===== src/core/adsa_pkg.sv =====
// Package of constants and state types for the alarm timing and setpoint access block
`default_nettype none
package adsa_pkg;
  localparam int CLK_PERIOD_NS = 10;
  localparam int FLASH_HALF_MS = 500;
  localparam int HALF_SEC_CYCLES = FLASH_HALF_MS * 1000000 / CLK_PERIOD_NS;
  localparam int DEBOUNCE_MS = 20;
  localparam int DEBOUNCE_CYCLES = DEBOUNCE_MS * 1000000 / CLK_PERIOD_NS;
  localparam int CHORD_MS = 150;
  localparam int CHORD_CYCLES = CHORD_MS * 1000000 / CLK_PERIOD_NS;
  localparam logic [3:0] INACTIVE_S = 4'ha;
  localparam logic [11:0] MAX_SECONDS = 12'he10;
  localparam int NUM_ALARMS = 2;
  localparam int CODE_DIGITS = 4;
  localparam int SP_DIGITS = 8;
  localparam logic [3:0] DIGIT_MAX = 4'h9;
  localparam logic [15:0] CODE_NONE = 16'h0000;

  typedef enum logic [3:0] {
    ALM_IDLE = 4'h1,
    ALM_DELAY = 4'h2,
    ALM_ACTIVE = 4'h4,
    ALM_SILENCED = 4'h8
  } adsa_alarm_e;

  typedef enum logic [4:0] {
    MNU_DISPLAY = 5'h01,
    MNU_CODE_PROMPT = 5'h02,
    MNU_CODE_ENTRY = 5'h04,
    MNU_SP_PROMPT = 5'h08,
    MNU_SP_EDIT = 5'h10
  } adsa_menu_e;
endpackage
`default_nettype wire


===== src/core/adsa_debounce.sv =====
// Push-button synchroniser and debouncer with a press pulse
`default_nettype none
module adsa_debounce #(
  parameter int DEB_CYCLES = adsa_pkg::DEBOUNCE_CYCLES
) (
  input wire logic sys_clk,
  input wire logic rst,
  input wire logic button_pin,
  output logic level,
  output logic press
);
  logic s1_r, s2_r, s3_r;
  logic level_r;
  logic press_r;
  logic [31:0] cnt_r;
  wire agree = (s2_r == s3_r);
  wire differs = agree && (s3_r != level_r);
  wire settled = differs && (cnt_r >= 32'(DEB_CYCLES - 1));

  always_ff @(posedge sys_clk) begin
    s1_r <= button_pin;
    s2_r <= s1_r;
    s3_r <= s2_r;
  end

  // Counter restarts whenever the pin bounces back, so only a steady level is taken
  always_ff @(posedge sys_clk) begin
    if (rst) begin
      level_r <= 1'b0;
      press_r <= 1'b0;
      cnt_r <= 32'h0;
    end else begin
      press_r <= settled && s3_r;
      if (!differs) begin
        cnt_r <= 32'h0;
      end else if (settled) begin
        cnt_r <= 32'h0;
        level_r <= s3_r;
      end else begin
        cnt_r <= cnt_r + 32'h1;
      end
    end
  end

  assign level = level_r;
  assign press = press_r;
endmodule
`default_nettype wire


===== src/core/adsa_top.sv =====
// Alarm delay, silence, annunciator and direct setpoint access logic
// Notes on behaviour
// - Activation delay is 0 to 3600 s in 1 s steps; zero activates at once.
// - On alarm, annunciator flashes through the delay, then output goes active.
// - Nonzero silence time makes P in display mode an accept button.
// - Accept after an alarm returns output to non-alarm for the silence time.
// - Annunciator still shows an alarm after it is accepted and silenced.
// - Silence time is 0 to 3600 s in 1 s steps.
// - While silenced the annunciator flashes until the silence time runs out.
// - Digit entry: up/down change digit, P next digit, E commits and returns.
// - Direct access enable is on or off, toggled by up/down when edited.
// - With direct access off, setpoints cannot be reached from display mode.
// - A separate four-digit access code guards the direct setpoint menu.
// - Code 0000 means no protection; access granted without code check.
// - Direct menu entered only by P and Up together with access enabled.
// - Unprotected entry shows setpoint one prompt, marked rate or total.
// - Protected entry asks for code with flashing digit; correct code plus E.
// - At setpoint prompt, up or down toggles between setpoint one and two.
// - Wrong code or ten seconds without a button returns to display mode.
// - After setpoint edit, E returns to prompt; another E to display mode.
`default_nettype none
module adsa_top #(
  parameter int HALF_SEC_CYCLES = adsa_pkg::HALF_SEC_CYCLES,
  parameter int DEB_CYCLES = adsa_pkg::DEBOUNCE_CYCLES,
  parameter int CHORD_CYCLES = adsa_pkg::CHORD_CYCLES
) (
  input wire logic sys_clk,
  input wire logic rst,
  input wire logic btn_p_pin,
  input wire logic btn_up_pin,
  input wire logic btn_down_pin,
  input wire logic btn_e_pin,
  input wire logic [1:0] alarm_condition,
  input wire logic [1:0] alarm_type_total,
  input wire logic [11:0] activation_delay_setting_0,
  input wire logic [11:0] activation_delay_setting_1,
  input wire logic [11:0] silence_duration_setting_0,
  input wire logic [11:0] silence_duration_setting_1,
  input wire logic enable_edit,
  input wire logic code_load,
  input wire logic [15:0] code_load_value,
  output logic direct_access_enable,
  output logic [15:0] access_code,
  output logic [1:0] alarm_output_active,
  output logic [1:0] annunciator_lit,
  output logic p_normal_press,
  output logic [4:0] menu_state,
  output logic prompt_is_total,
  output logic setpoint_two_selected,
  output logic [2:0] digit_index,
  output logic digit_flash_on,
  output logic [15:0] code_entry,
  output logic [31:0] setpoint_one,
  output logic [31:0] setpoint_two
);
  // Next BCD digit up or down, wrapping 9 to 0
  function automatic logic [3:0] digit_step(input logic [3:0] d, input logic up);
    logic [3:0] r;
    r = 4'h0;
    if (up) begin
      r = (d >= adsa_pkg::DIGIT_MAX) ? 4'h0 : d + 4'h1;
    end else begin
      r = (d == 4'h0) ? adsa_pkg::DIGIT_MAX : d - 4'h1;
    end
    return r;
  endfunction

  logic p_lvl, up_lvl, p_prs, up_prs, dn_prs, e_prs;
  adsa_debounce #(.DEB_CYCLES(DEB_CYCLES)) u_db_p (.sys_clk(sys_clk), .rst(rst),
    .button_pin(btn_p_pin), .level(p_lvl), .press(p_prs));
  adsa_debounce #(.DEB_CYCLES(DEB_CYCLES)) u_db_up (.sys_clk(sys_clk), .rst(rst),
    .button_pin(btn_up_pin), .level(up_lvl), .press(up_prs));
  adsa_debounce #(.DEB_CYCLES(DEB_CYCLES)) u_db_dn (.sys_clk(sys_clk), .rst(rst),
    .button_pin(btn_down_pin), .level(), .press(dn_prs));
  adsa_debounce #(.DEB_CYCLES(DEB_CYCLES)) u_db_e (.sys_clk(sys_clk), .rst(rst),
    .button_pin(btn_e_pin), .level(), .press(e_prs));

  // Half-second divider; every second half-tick is the one-second tick
  logic [31:0] div_r;
  logic phase_r;
  wire half_tick = (div_r >= 32'(HALF_SEC_CYCLES - 1));
  wire sec_tick = half_tick && phase_r;
  always_ff @(posedge sys_clk) begin
    if (rst) begin
      div_r <= 32'h0;
      phase_r <= 1'b0;
    end else begin
      div_r <= half_tick ? 32'h0 : div_r + 32'h1;
      if (half_tick) begin
        phase_r <= ~phase_r;
      end
    end
  end
  wire flash = phase_r;

  // A lone P is held back for the window so a following Up turns it into the chord
  logic chord_pend_r;
  logic [31:0] chord_cnt_r;
  wire chord_exp = chord_pend_r && (chord_cnt_r >= 32'(CHORD_CYCLES - 1));
  // An Up landing within the window after P is read as a chord; one after the window while P is held is dropped
  wire ev_chord = (chord_pend_r && up_prs) || (p_prs && up_lvl);
  wire ev_p = chord_exp && !up_lvl;
  wire ev_up = up_prs && !chord_pend_r && !p_lvl;
  wire ev_any = ev_chord || ev_p || ev_up || dn_prs || e_prs;
  always_ff @(posedge sys_clk) begin
    if (rst) begin
      chord_pend_r <= 1'b0;
      chord_cnt_r <= 32'h0;
    end else if (p_prs && !up_lvl) begin
      chord_pend_r <= 1'b1;
      chord_cnt_r <= 32'h0;
    end else if (ev_chord || chord_exp) begin
      chord_pend_r <= 1'b0;
      chord_cnt_r <= 32'h0;
    end else if (chord_pend_r) begin
      chord_cnt_r <= chord_cnt_r + 32'h1;
    end
  end

  adsa_pkg::adsa_menu_e menu_r, menu_nxt;
  wire in_display = (menu_r == adsa_pkg::MNU_DISPLAY);
  wire [11:0] sil_set [2];
  wire [11:0] dly_set [2];
  assign sil_set[0] = silence_duration_setting_0;
  assign sil_set[1] = silence_duration_setting_1;
  assign dly_set[0] = activation_delay_setting_0;
  assign dly_set[1] = activation_delay_setting_1;
  wire accept_mode = (sil_set[0] != 12'h0) || (sil_set[1] != 12'h0);
  wire accept_ev = ev_p && in_display && accept_mode;
  logic p_norm_r;
  always_ff @(posedge sys_clk) begin
    if (rst) begin
      p_norm_r <= 1'b0;
    end else begin
      p_norm_r <= ev_p && in_display && !accept_mode;
    end
  end
  assign p_normal_press = p_norm_r;

  // Per-alarm delay and silence sequencing
  adsa_pkg::adsa_alarm_e alm_r [2];
  logic [11:0] alm_cnt_r [2];
  logic [1:0] out_r, ann_r;
  genvar g;
  generate
    for (g = 0; g < adsa_pkg::NUM_ALARMS; g++) begin : g_alarm
      wire [11:0] dly = (dly_set[g] > adsa_pkg::MAX_SECONDS) ? adsa_pkg::MAX_SECONDS
        : dly_set[g];
      wire [11:0] silence_duration_setting = (sil_set[g] > adsa_pkg::MAX_SECONDS) ? adsa_pkg::MAX_SECONDS
        : sil_set[g];
      wire cnt_done = sec_tick && (alm_cnt_r[g] <= 12'h1);
      always_ff @(posedge sys_clk) begin
        if (rst) begin
          alm_r[g] <= adsa_pkg::ALM_IDLE;
          alm_cnt_r[g] <= 12'h0;
        end else if (!alarm_condition[g]) begin
          alm_r[g] <= adsa_pkg::ALM_IDLE;
          alm_cnt_r[g] <= 12'h0;
        end else begin
          case (alm_r[g])
            adsa_pkg::ALM_IDLE: begin
              alm_cnt_r[g] <= dly;
              alm_r[g] <= (dly == 12'h0) ? adsa_pkg::ALM_ACTIVE
                : adsa_pkg::ALM_DELAY;
            end
            adsa_pkg::ALM_DELAY: begin
              if (cnt_done) begin
                alm_r[g] <= adsa_pkg::ALM_ACTIVE;
              end else if (sec_tick) begin
                alm_cnt_r[g] <= alm_cnt_r[g] - 12'h1;
              end
            end
            adsa_pkg::ALM_ACTIVE: begin
              if (accept_ev && silence_duration_setting != 12'h0) begin
                alm_r[g] <= adsa_pkg::ALM_SILENCED;
                alm_cnt_r[g] <= silence_duration_setting;
              end
            end
            adsa_pkg::ALM_SILENCED: begin
              if (cnt_done) begin
                alm_r[g] <= adsa_pkg::ALM_ACTIVE;
              end else if (sec_tick) begin
                alm_cnt_r[g] <= alm_cnt_r[g] - 12'h1;
              end
            end
            default: begin
              alm_r[g] <= adsa_pkg::ALM_IDLE;
            end
          endcase
        end
      end
      wire ann_nxt = (alm_r[g] == adsa_pkg::ALM_ACTIVE) ? 1'b1
        : (alm_r[g] == adsa_pkg::ALM_DELAY || alm_r[g] == adsa_pkg::ALM_SILENCED)
        ? flash : 1'b0;
      always_ff @(posedge sys_clk) begin
        if (rst) begin
          out_r[g] <= 1'b0;
          ann_r[g] <= 1'b0;
        end else begin
          out_r[g] <= (alm_r[g] == adsa_pkg::ALM_ACTIVE);
          ann_r[g] <= ann_nxt;
        end
      end
    end
  endgenerate
  assign alarm_output_active = out_r;
  assign annunciator_lit = ann_r;

  // Direct access settings, edited from the programme menu outside
  logic enable_r;
  logic [15:0] code_r;
  always_ff @(posedge sys_clk) begin
    if (rst) begin
      enable_r <= 1'b0;
      code_r <= adsa_pkg::CODE_NONE;
    end else begin
      if (enable_edit && (up_prs || dn_prs)) begin
        enable_r <= ~enable_r;
      end
      if (code_load) begin
        code_r <= code_load_value;
      end
    end
  end
  assign direct_access_enable = enable_r;
  assign access_code = code_r;

  // Direct setpoint menu
  logic [15:0] entry_r;
  logic [2:0] idx_r;
  logic sel_r;
  logic [3:0] idle_r;
  logic [31:0] sp_r [2];
  wire code_ok = (entry_r == code_r);
  wire idle_out = sec_tick && (idle_r >= adsa_pkg::INACTIVE_S - 4'h1);
  wire step_ev = ev_up || dn_prs;
  wire [3:0] code_dig = entry_r[4*idx_r[1:0] +: 4];
  wire [3:0] sp_dig = sp_r[sel_r][4*idx_r +: 4];

  always_comb begin
    menu_nxt = menu_r;
    case (menu_r)
      adsa_pkg::MNU_DISPLAY: begin
        if (ev_chord && enable_r) begin
          menu_nxt = (code_r == adsa_pkg::CODE_NONE) ? adsa_pkg::MNU_SP_PROMPT
            : adsa_pkg::MNU_CODE_PROMPT;
        end
      end
      adsa_pkg::MNU_CODE_PROMPT: begin
        if (ev_p) begin
          menu_nxt = adsa_pkg::MNU_CODE_ENTRY;
        end else if (e_prs) begin
          menu_nxt = adsa_pkg::MNU_DISPLAY;
        end
      end
      adsa_pkg::MNU_CODE_ENTRY: begin
        if (e_prs) begin
          menu_nxt = code_ok ? adsa_pkg::MNU_SP_PROMPT : adsa_pkg::MNU_DISPLAY;
        end
      end
      adsa_pkg::MNU_SP_PROMPT: begin
        if (ev_p) begin
          menu_nxt = adsa_pkg::MNU_SP_EDIT;
        end else if (e_prs) begin
          menu_nxt = adsa_pkg::MNU_DISPLAY;
        end
      end
      adsa_pkg::MNU_SP_EDIT: begin
        if (e_prs) begin
          menu_nxt = adsa_pkg::MNU_SP_PROMPT;
        end
      end
      default: begin
        menu_nxt = adsa_pkg::MNU_DISPLAY;
      end
    endcase
    if (!in_display && idle_out) begin
      menu_nxt = adsa_pkg::MNU_DISPLAY;
    end
  end

  always_ff @(posedge sys_clk) begin
    if (rst) begin
      menu_r <= adsa_pkg::MNU_DISPLAY;
    end else begin
      menu_r <= menu_nxt;
    end
  end

  // Idle seconds restart on every button event while in the menu
  always_ff @(posedge sys_clk) begin
    if (rst || in_display || ev_any) begin
      idle_r <= 4'h0;
    end else if (sec_tick) begin
      idle_r <= idle_r + 4'h1;
    end
  end

  always_ff @(posedge sys_clk) begin
    if (rst) begin
      entry_r <= adsa_pkg::CODE_NONE;
      idx_r <= 3'h0;
      sel_r <= 1'b0;
    end else begin
      if (menu_nxt != menu_r) begin
        idx_r <= 3'h0;
      end
      if (menu_r == adsa_pkg::MNU_DISPLAY) begin
        entry_r <= adsa_pkg::CODE_NONE;
        sel_r <= 1'b0;
      end
      if (menu_r == adsa_pkg::MNU_CODE_ENTRY) begin
        if (step_ev) begin
          entry_r[4*idx_r[1:0] +: 4] <= digit_step(code_dig, ev_up);
        end else if (ev_p) begin
          idx_r <= {1'b0, idx_r[1:0] + 2'h1};
        end
      end
      if (menu_r == adsa_pkg::MNU_SP_PROMPT && step_ev) begin
        sel_r <= ~sel_r;
      end
      if (menu_r == adsa_pkg::MNU_SP_EDIT && ev_p) begin
        idx_r <= idx_r + 3'h1;
      end
    end
  end

  // Setpoints are edited in place; the comparator outside reads them directly
  generate
    for (g = 0; g < adsa_pkg::NUM_ALARMS; g++) begin : g_sp
      always_ff @(posedge sys_clk) begin
        if (rst) begin
          sp_r[g] <= 32'h0;
        end else if (menu_r == adsa_pkg::MNU_SP_EDIT && step_ev && sel_r == 1'(g)) begin
          sp_r[g][4*idx_r +: 4] <= digit_step(sp_dig, ev_up);
        end
      end
    end
  endgenerate

  logic flash_r;
  always_ff @(posedge sys_clk) begin
    if (rst) begin
      flash_r <= 1'b0;
    end else begin
      flash_r <= (menu_r == adsa_pkg::MNU_CODE_ENTRY || menu_r == adsa_pkg::MNU_SP_EDIT)
        && flash;
    end
  end

  assign menu_state = menu_r;
  assign prompt_is_total = alarm_type_total[sel_r];
  assign setpoint_two_selected = sel_r;
  assign digit_index = idx_r;
  assign digit_flash_on = flash_r;
  assign code_entry = entry_r;
  assign setpoint_one = sp_r[0];
  assign setpoint_two = sp_r[1];
endmodule
`default_nettype wire


===== config.mk =====
export PLATFORM = sky130hd
export DESIGN_NAME = adsa_top
export DESIGN_NICKNAME = d
export VERILOG_FILES = /design/src/core/adsa_pkg.sv /design/src/core/adsa_debounce.sv /design/src/core/adsa_top.sv
export SDC_FILE = /design/constraint.sdc
export NUM_CORES = 1
export LEC_CHECK = 0
export BUFFER_PORTS_ARGS = -buffer_cell sky130_fd_sc_hd__clkbuf_2
export CAP_MARGIN = 20
export CORE_MARGIN = 2
export CORE_UTILIZATION = 59
export CTS_CLUSTER_DIAMETER = 30
export DETAILED_ROUTE_END_ITERATION = 8
export PLACE_DENSITY = 0.91
export SLEW_MARGIN = 20
export SYNTH_ARGS = -nofsm -noshare
export SYNTH_HDL_FRONTEND = slang
export SYNTH_SLANG_ARGS = --single-unit
export TNS_END_PERCENT = 1

===== constraint.sdc =====
create_clock -name sys_clk -period 3.7 [get_ports sys_clk]
set_input_delay 0.74 -clock sys_clk [delete_from_list [all_inputs] [get_ports sys_clk]]
set_output_delay 0.74 -clock sys_clk [all_outputs]
set_load 0.01 [all_outputs]

[After elaboration in Yosys (flattened, before gate mapping)]
Memory sizes are Yosys's and may differ from the RTL's. A register that Yosys moved wholly into a read port is not among the register bits.
Cells that the tools add are included.
Word-level totals
  register bits: 266
  bits in writable memories: 96
  input bits: 76
  output and inout bits: 113
  memories kept: 3
Memories
  sp_r: depth 2, width 32, read ports 3, clocked after Yosys merged registers in 1, wr ports 2, RTL line adsa_top.sv:233  | logic [31:0] sp_r [2];
  alm_cnt_r: depth 2, width 12, read ports 2, clocked after Yosys merged registers in 0, wr ports 2, RTL line adsa_top.sv:142  | logic [11:0] alm_cnt_r [2];
  alm_r: depth 2, width 4, read ports 2, clocked after Yosys merged registers in 0, wr ports 2, RTL line adsa_top.sv:141  | adsa_pkg::adsa_alarm_e alm_r [2];
Operators by class
  add/subtract/negate cells: 17
  order comparisons: 16
  equal/unequal tests: 23
  shifts and indexed selects: 7
  muxes and demuxes: 214
  bitwise logic cells: 93
  reductions and logical operators: 79
Operator list (number)
  adder 32 x 1 -> 32 bit, second input constant: 6
  two-way mux 12 bit: 14
  two-way mux 1 bit: 151
  greater-or-equal comparator 32 x 21 -> 1 bit, second input constant: 4
  two-way mux 4 bit: 27
  OR 1 bit: 86
  variable part select 4 x 34 -> 32 bit: 2
  two-way mux 16 bit: 4
  two-way mux 32 bit: 2
  > comparator 12 bit, second input constant: 4
  nonzero test 12 bit: 4
  logical AND 1 bit: 37
  two-way mux 5 bit: 7
  negation 4 -> 34 bit: 1
  negation 5 -> 34 bit: 1
  variable shift 4 x 34 -> 16 bit, first input constant: 1
  variable shift 4 x 34 -> 32 bit, first input constant: 1
  variable part select 4 x 34 -> 16 bit: 1
  greater-or-equal comparator 32 x 24 -> 1 bit, second input constant: 1
  greater-or-equal comparator 32 x 26 -> 1 bit, second input constant: 1
  variable part select 32 x 6 -> 4 bit: 1
  case mux 5 bit (5 select lines): 1
  <= comparator 12 x 1 -> 1 bit, second input constant: 2
  logical NOT 12 bit: 2
  33 further kinds: 88

[Logic depth before layout (Yosys ltp)]
  depth in word-level cells: 14
  mapped depth: 13

[Hierarchy]
From an unflattened synthesis, not the netlist that was laid out.
Second synthesis, totals
  cells, all modules: 1695
  area total of the unflattened synthesis: 16473.3 um^2
By module, submodules not included
  adsa_top: instances 1, cells each 1139, area an instance 11013.1 um^2
  adsa_debounce: instances 4, cells each 139, area an instance 1365.1 um^2

[Worst setup path after synthesis]
No wires, ideal clock.
  path type: flip-flop to flip-flop
  start: register idx_r[0], in the netlist digit_index[0]
  end: memory sp_r[0][25], data pin
  setup time: 0.153 ns
  data arrival time: 3.376 ns
  slack: 0.171 ns
  cell stages (with the launch flop): 14
  buffers on the path: 3
  clock period less this slack: 3.529 ns
  path through: dfxtp_1 > buf_2 > buf_1 > mux4_2 > mux4_2 > inv_1 > ha_1 > nor2b_1 > a21boi_4 > nor2_4 > a22oi_4 > or3_1 > buf_6 > nor3_2
RTL lines
  from (decl): RTL line adsa_top.sv:230  | logic [2:0] idx_r;
  from (signal assigned): RTL line adsa_top.sv:316  | idx_r <= {1'b0, idx_r[1:0] + 2'h1};
  from (signal assigned): RTL line adsa_top.sv:323  | idx_r <= idx_r + 3'h1;
  to (decl): RTL line adsa_top.sv:233

==> run metrics <==
FF-to-FF path depth 11; largest cells by area after synthesis dfxtp_1 (33%), edfxtp_1 (18%), nor2_1 (7.2%); DP Wirelength slightly below 30,000 um; power per cell area 520.3 mW/mm2; Final Util approximately 73%; worst slew pin tran approximately 960 ps; Worst EP required approximately 4100 ps; CTS Buf Count 59; asr flop ratio synth 0%; Post-synth EDFFs 96; syn avg cell area 9.611 um2; Synth Cell Area approximately 0.016 mm2; Syn Inst Count between 1,500 and 2,000; # IOs about 190; Leakage approximately 7.6 nW; drt drc 0; Max-Cap Viols 0; core area approximately 0.027 mm2; share of the synthesized area in the top cell type between 30% and 40%; Reg clk slew, reported paths 50 ps; Post-synth top flop dfxtp_1; Yosys reg bits approximately 360; remaining global-route overflow 0; Adder-Cell Fraction of Synth Area 2.076%; FF-to-FF End sp_r[0][25]$_DFFE_PP_; chip height between 150 and 200 um; placed cells roughly 2,200; maximum VDD drop 391.8 uV; antenna cells 0; Slew HR a little over a third; antenna viol nets, final 0; RePlAce Congestion around 0.96; Hold WC Path Type in2reg; Period minus WS final 3601 ps; largest net degree at the start of global routing 41; initial antenna violation count 1; Worst EP arrival 4010 ps; Vias/cell between 6 and 7; via count of the first global-routing pass about 14,000; std cell rows 60; CP Capture Type flip-flop; Syn-to-layout area delta 21.12%; layout cells sized above 1 17.36%; routed wire length 43,730 um; period utilization between 90% and 100%; maximum buffer depth of the clock tree 3; largest family of logic cells by synthesized area simple AND/OR/NAND/NOR gates; Yosys top cell by area dfxtp_1; TritonCTS clock tree yes; top-count cell post-synth nor2_1; fillers about 1,700; GRT Resource Usage Total around 30%; mux share of post-synthesis cell area approximately 4.7%; CTS Hold Buffers Added 0; reg2reg setup slack 100 ps; max-slew violation total from the final report 0; routed via count approximately 14,000; nets between 2,000 and 2,500; IO buf count around 190; RSZ-0062 raised after global routing false; complex-gate fraction of the synthesized area roughly 7.8%; Yosys warning count 0; routed len/inst ~19 um; XOR/XNOR Fraction of Synth Area 8.613%; H-tree levels 2; Layout Cells excl Fill approximately 2,300; CP Launch Type flip-flop; Final Hold Viols 0; Setup Viol. Count Final 0; Worst Skew roughly 44 ps; Initial Utilization between 60% and 70%; FMAX around 0.28 GHz; die area slightly below 0.03 mm2; Distinct cells, synth 79; first-pass GRT wire length just over 70,000 um; kind of critical path reg2reg; sequential share of the synthesized area approximately half; status finished clean; drt pass-1 iters 9; Sink Count roughly 360; Crit Path Max Fanout 16; Iteration-0 DRC Markers approximately 1,800; clock latency on the worst-skew pair about 600 ps; final setup TNS 0 ps; Die W approximately 170 um; Root Buffer Master clkbuf_16; most frequent cells after synthesis nor2_1 (312), dfxtp_1 (267), nand2_1 (163), edfxtp_1 (96), xor2_1 (94); post-synthesis simple-gate area fraction 23.69%; Critical Path Sink sp_r[0][25]$_DFFE_PP_
[layout make-up]
cell class / count / area [um2] / area share (%)
Sequential cell: 363 / 8228 / 41.75
Multi-Input combinational cell: 1282 / 7834 / 39.75
Clock buffer: 77 / 1679 / 8.520
Timing Repair Buffer: 205 / 1081 / 5.485
Tap cell: 341 / 426.7 / 2.165
Clock inverter: 33 / 290.3 / 1.473
Inverter: 45 / 168.9 / 0.8571
[routing by layer]
layer / track usage, % / wire (um) / vias up
li1: - / - / 6510
met3: 5.814 / 3954 / 239
met4: 17.76 / 2489 / 2
met2: 52.74 / 21730 / 892
met5: 0 / 16 / -
met1: 34.06 / 15540 / 6729
[worst min-delay path by stage]
stage | startpoint | to | cells after the start
4_1_cts | btn_down_pin | u_db_dn.s1_r$_DFF_P_ | 1
5_1_grt | btn_down_pin | u_db_dn.s1_r$_DFF_P_ | 1
3_5_place_dp | u_db_dn.s1_r$_DFF_P_ | u_db_dn.s2_r$_DFF_P_ | 0
3_3_place_gp | u_db_dn.s1_r$_DFF_P_ | u_db_dn.s2_r$_DFF_P_ | 0
6_report | btn_down_pin | u_db_dn.s1_r$_DFF_P_ | 1
2_1_floorplan | u_db_dn.s1_r$_DFF_P_ | u_db_dn.s2_r$_DFF_P_ | 0
[state kept, by name, summed over array words and instances, names as in the netlist, 2 cells and up, named ones only]
| signal | count |
|---|---|
| digit_index | 3 |
| annunciator_lit | 2 |
| alm_cnt_r | 24 |
| alarm_output_active | 2 |
| chord_cnt_r | 32 |
| u_db_dn.cnt_r | 32 |
| sp_r | 64 |
| alm_r | 8 |
| menu_state | 5 |
| u_db_e.cnt_r | 32 |
| u_db_up.cnt_r | 32 |
| code_entry | 16 |
| idle_r | 4 |
| access_code | 16 |
| div_r | 32 |
| u_db_p.cnt_r | 32 |
[worst max-delay path, stage by stage (launching register included)]
cell      delay (ps)
dfxtp_1          370
buf_12           190
mux4_2           530
mux4_2           610
inv_1            150
ha_1             210
nor2b_2          270
a21boi_4         100
nor2_4           110
a22oi_4           80
or3_1            520
nor3_2           300
[kinds of logic (layout without fill, tap and decap cells)]
kind of cell	count (synthesis)	count (layout)
adder cells (fa/ha/maj)	27	27
AO/OA/AOI/OAI	183	183
multiplexers	48	48
buffers and inverters	97	360
AND/OR/NAND/NOR	814	814
other	1	50
XOR/XNOR	160	160
flip-flops	363	363
[cell usage in the layout, fill, tap and decap left out, types with 48 or more instances in the layout]
cell type	synthesis	routed
nand3_1	69	69
nor2_1	312	312
conb_1	1	50
nor4_1	48	48
xor2_1	94	94
dfxtp_1	267	267
clkbuf_16	0	63
edfxtp_1	96	96
nor3_1	60	60
clkbuf_2	0	188
xnor2_1	66	66
nand2_1	163	163
[power breakdown]
group	leakage (nW)	switching, mW	internal, mW
sequential	3.16	0.110	4.20
clock	0.948	2.01	3.31
combinational	3.45	0.385	0.239
[timing repair]
action | CTS | global route
gates resized for setup | 0 | 1
endpoints found under the setup margin | 0 | 6
setup buffers | 0 | 0
[stage by stage]
stage / hold slack [ps] / total power, mW / setup slack [ps] / instance area, um2
floorplan: 309.6 / 4.733 / 170.9 / 16450
global placement: 323.6 / 4.940 / 326.6 / 17740
detailed placement: 328.2 / 4.971 / 65.10 / 17740
CTS: 261.5 / 10.25 / 41.63 / 19710
global route: 270.9 / 10.51 / 8.984 / 19710
finish: 272.7 / 10.25 / 99.20 / 19710
(Power assumes the default switching activity.)
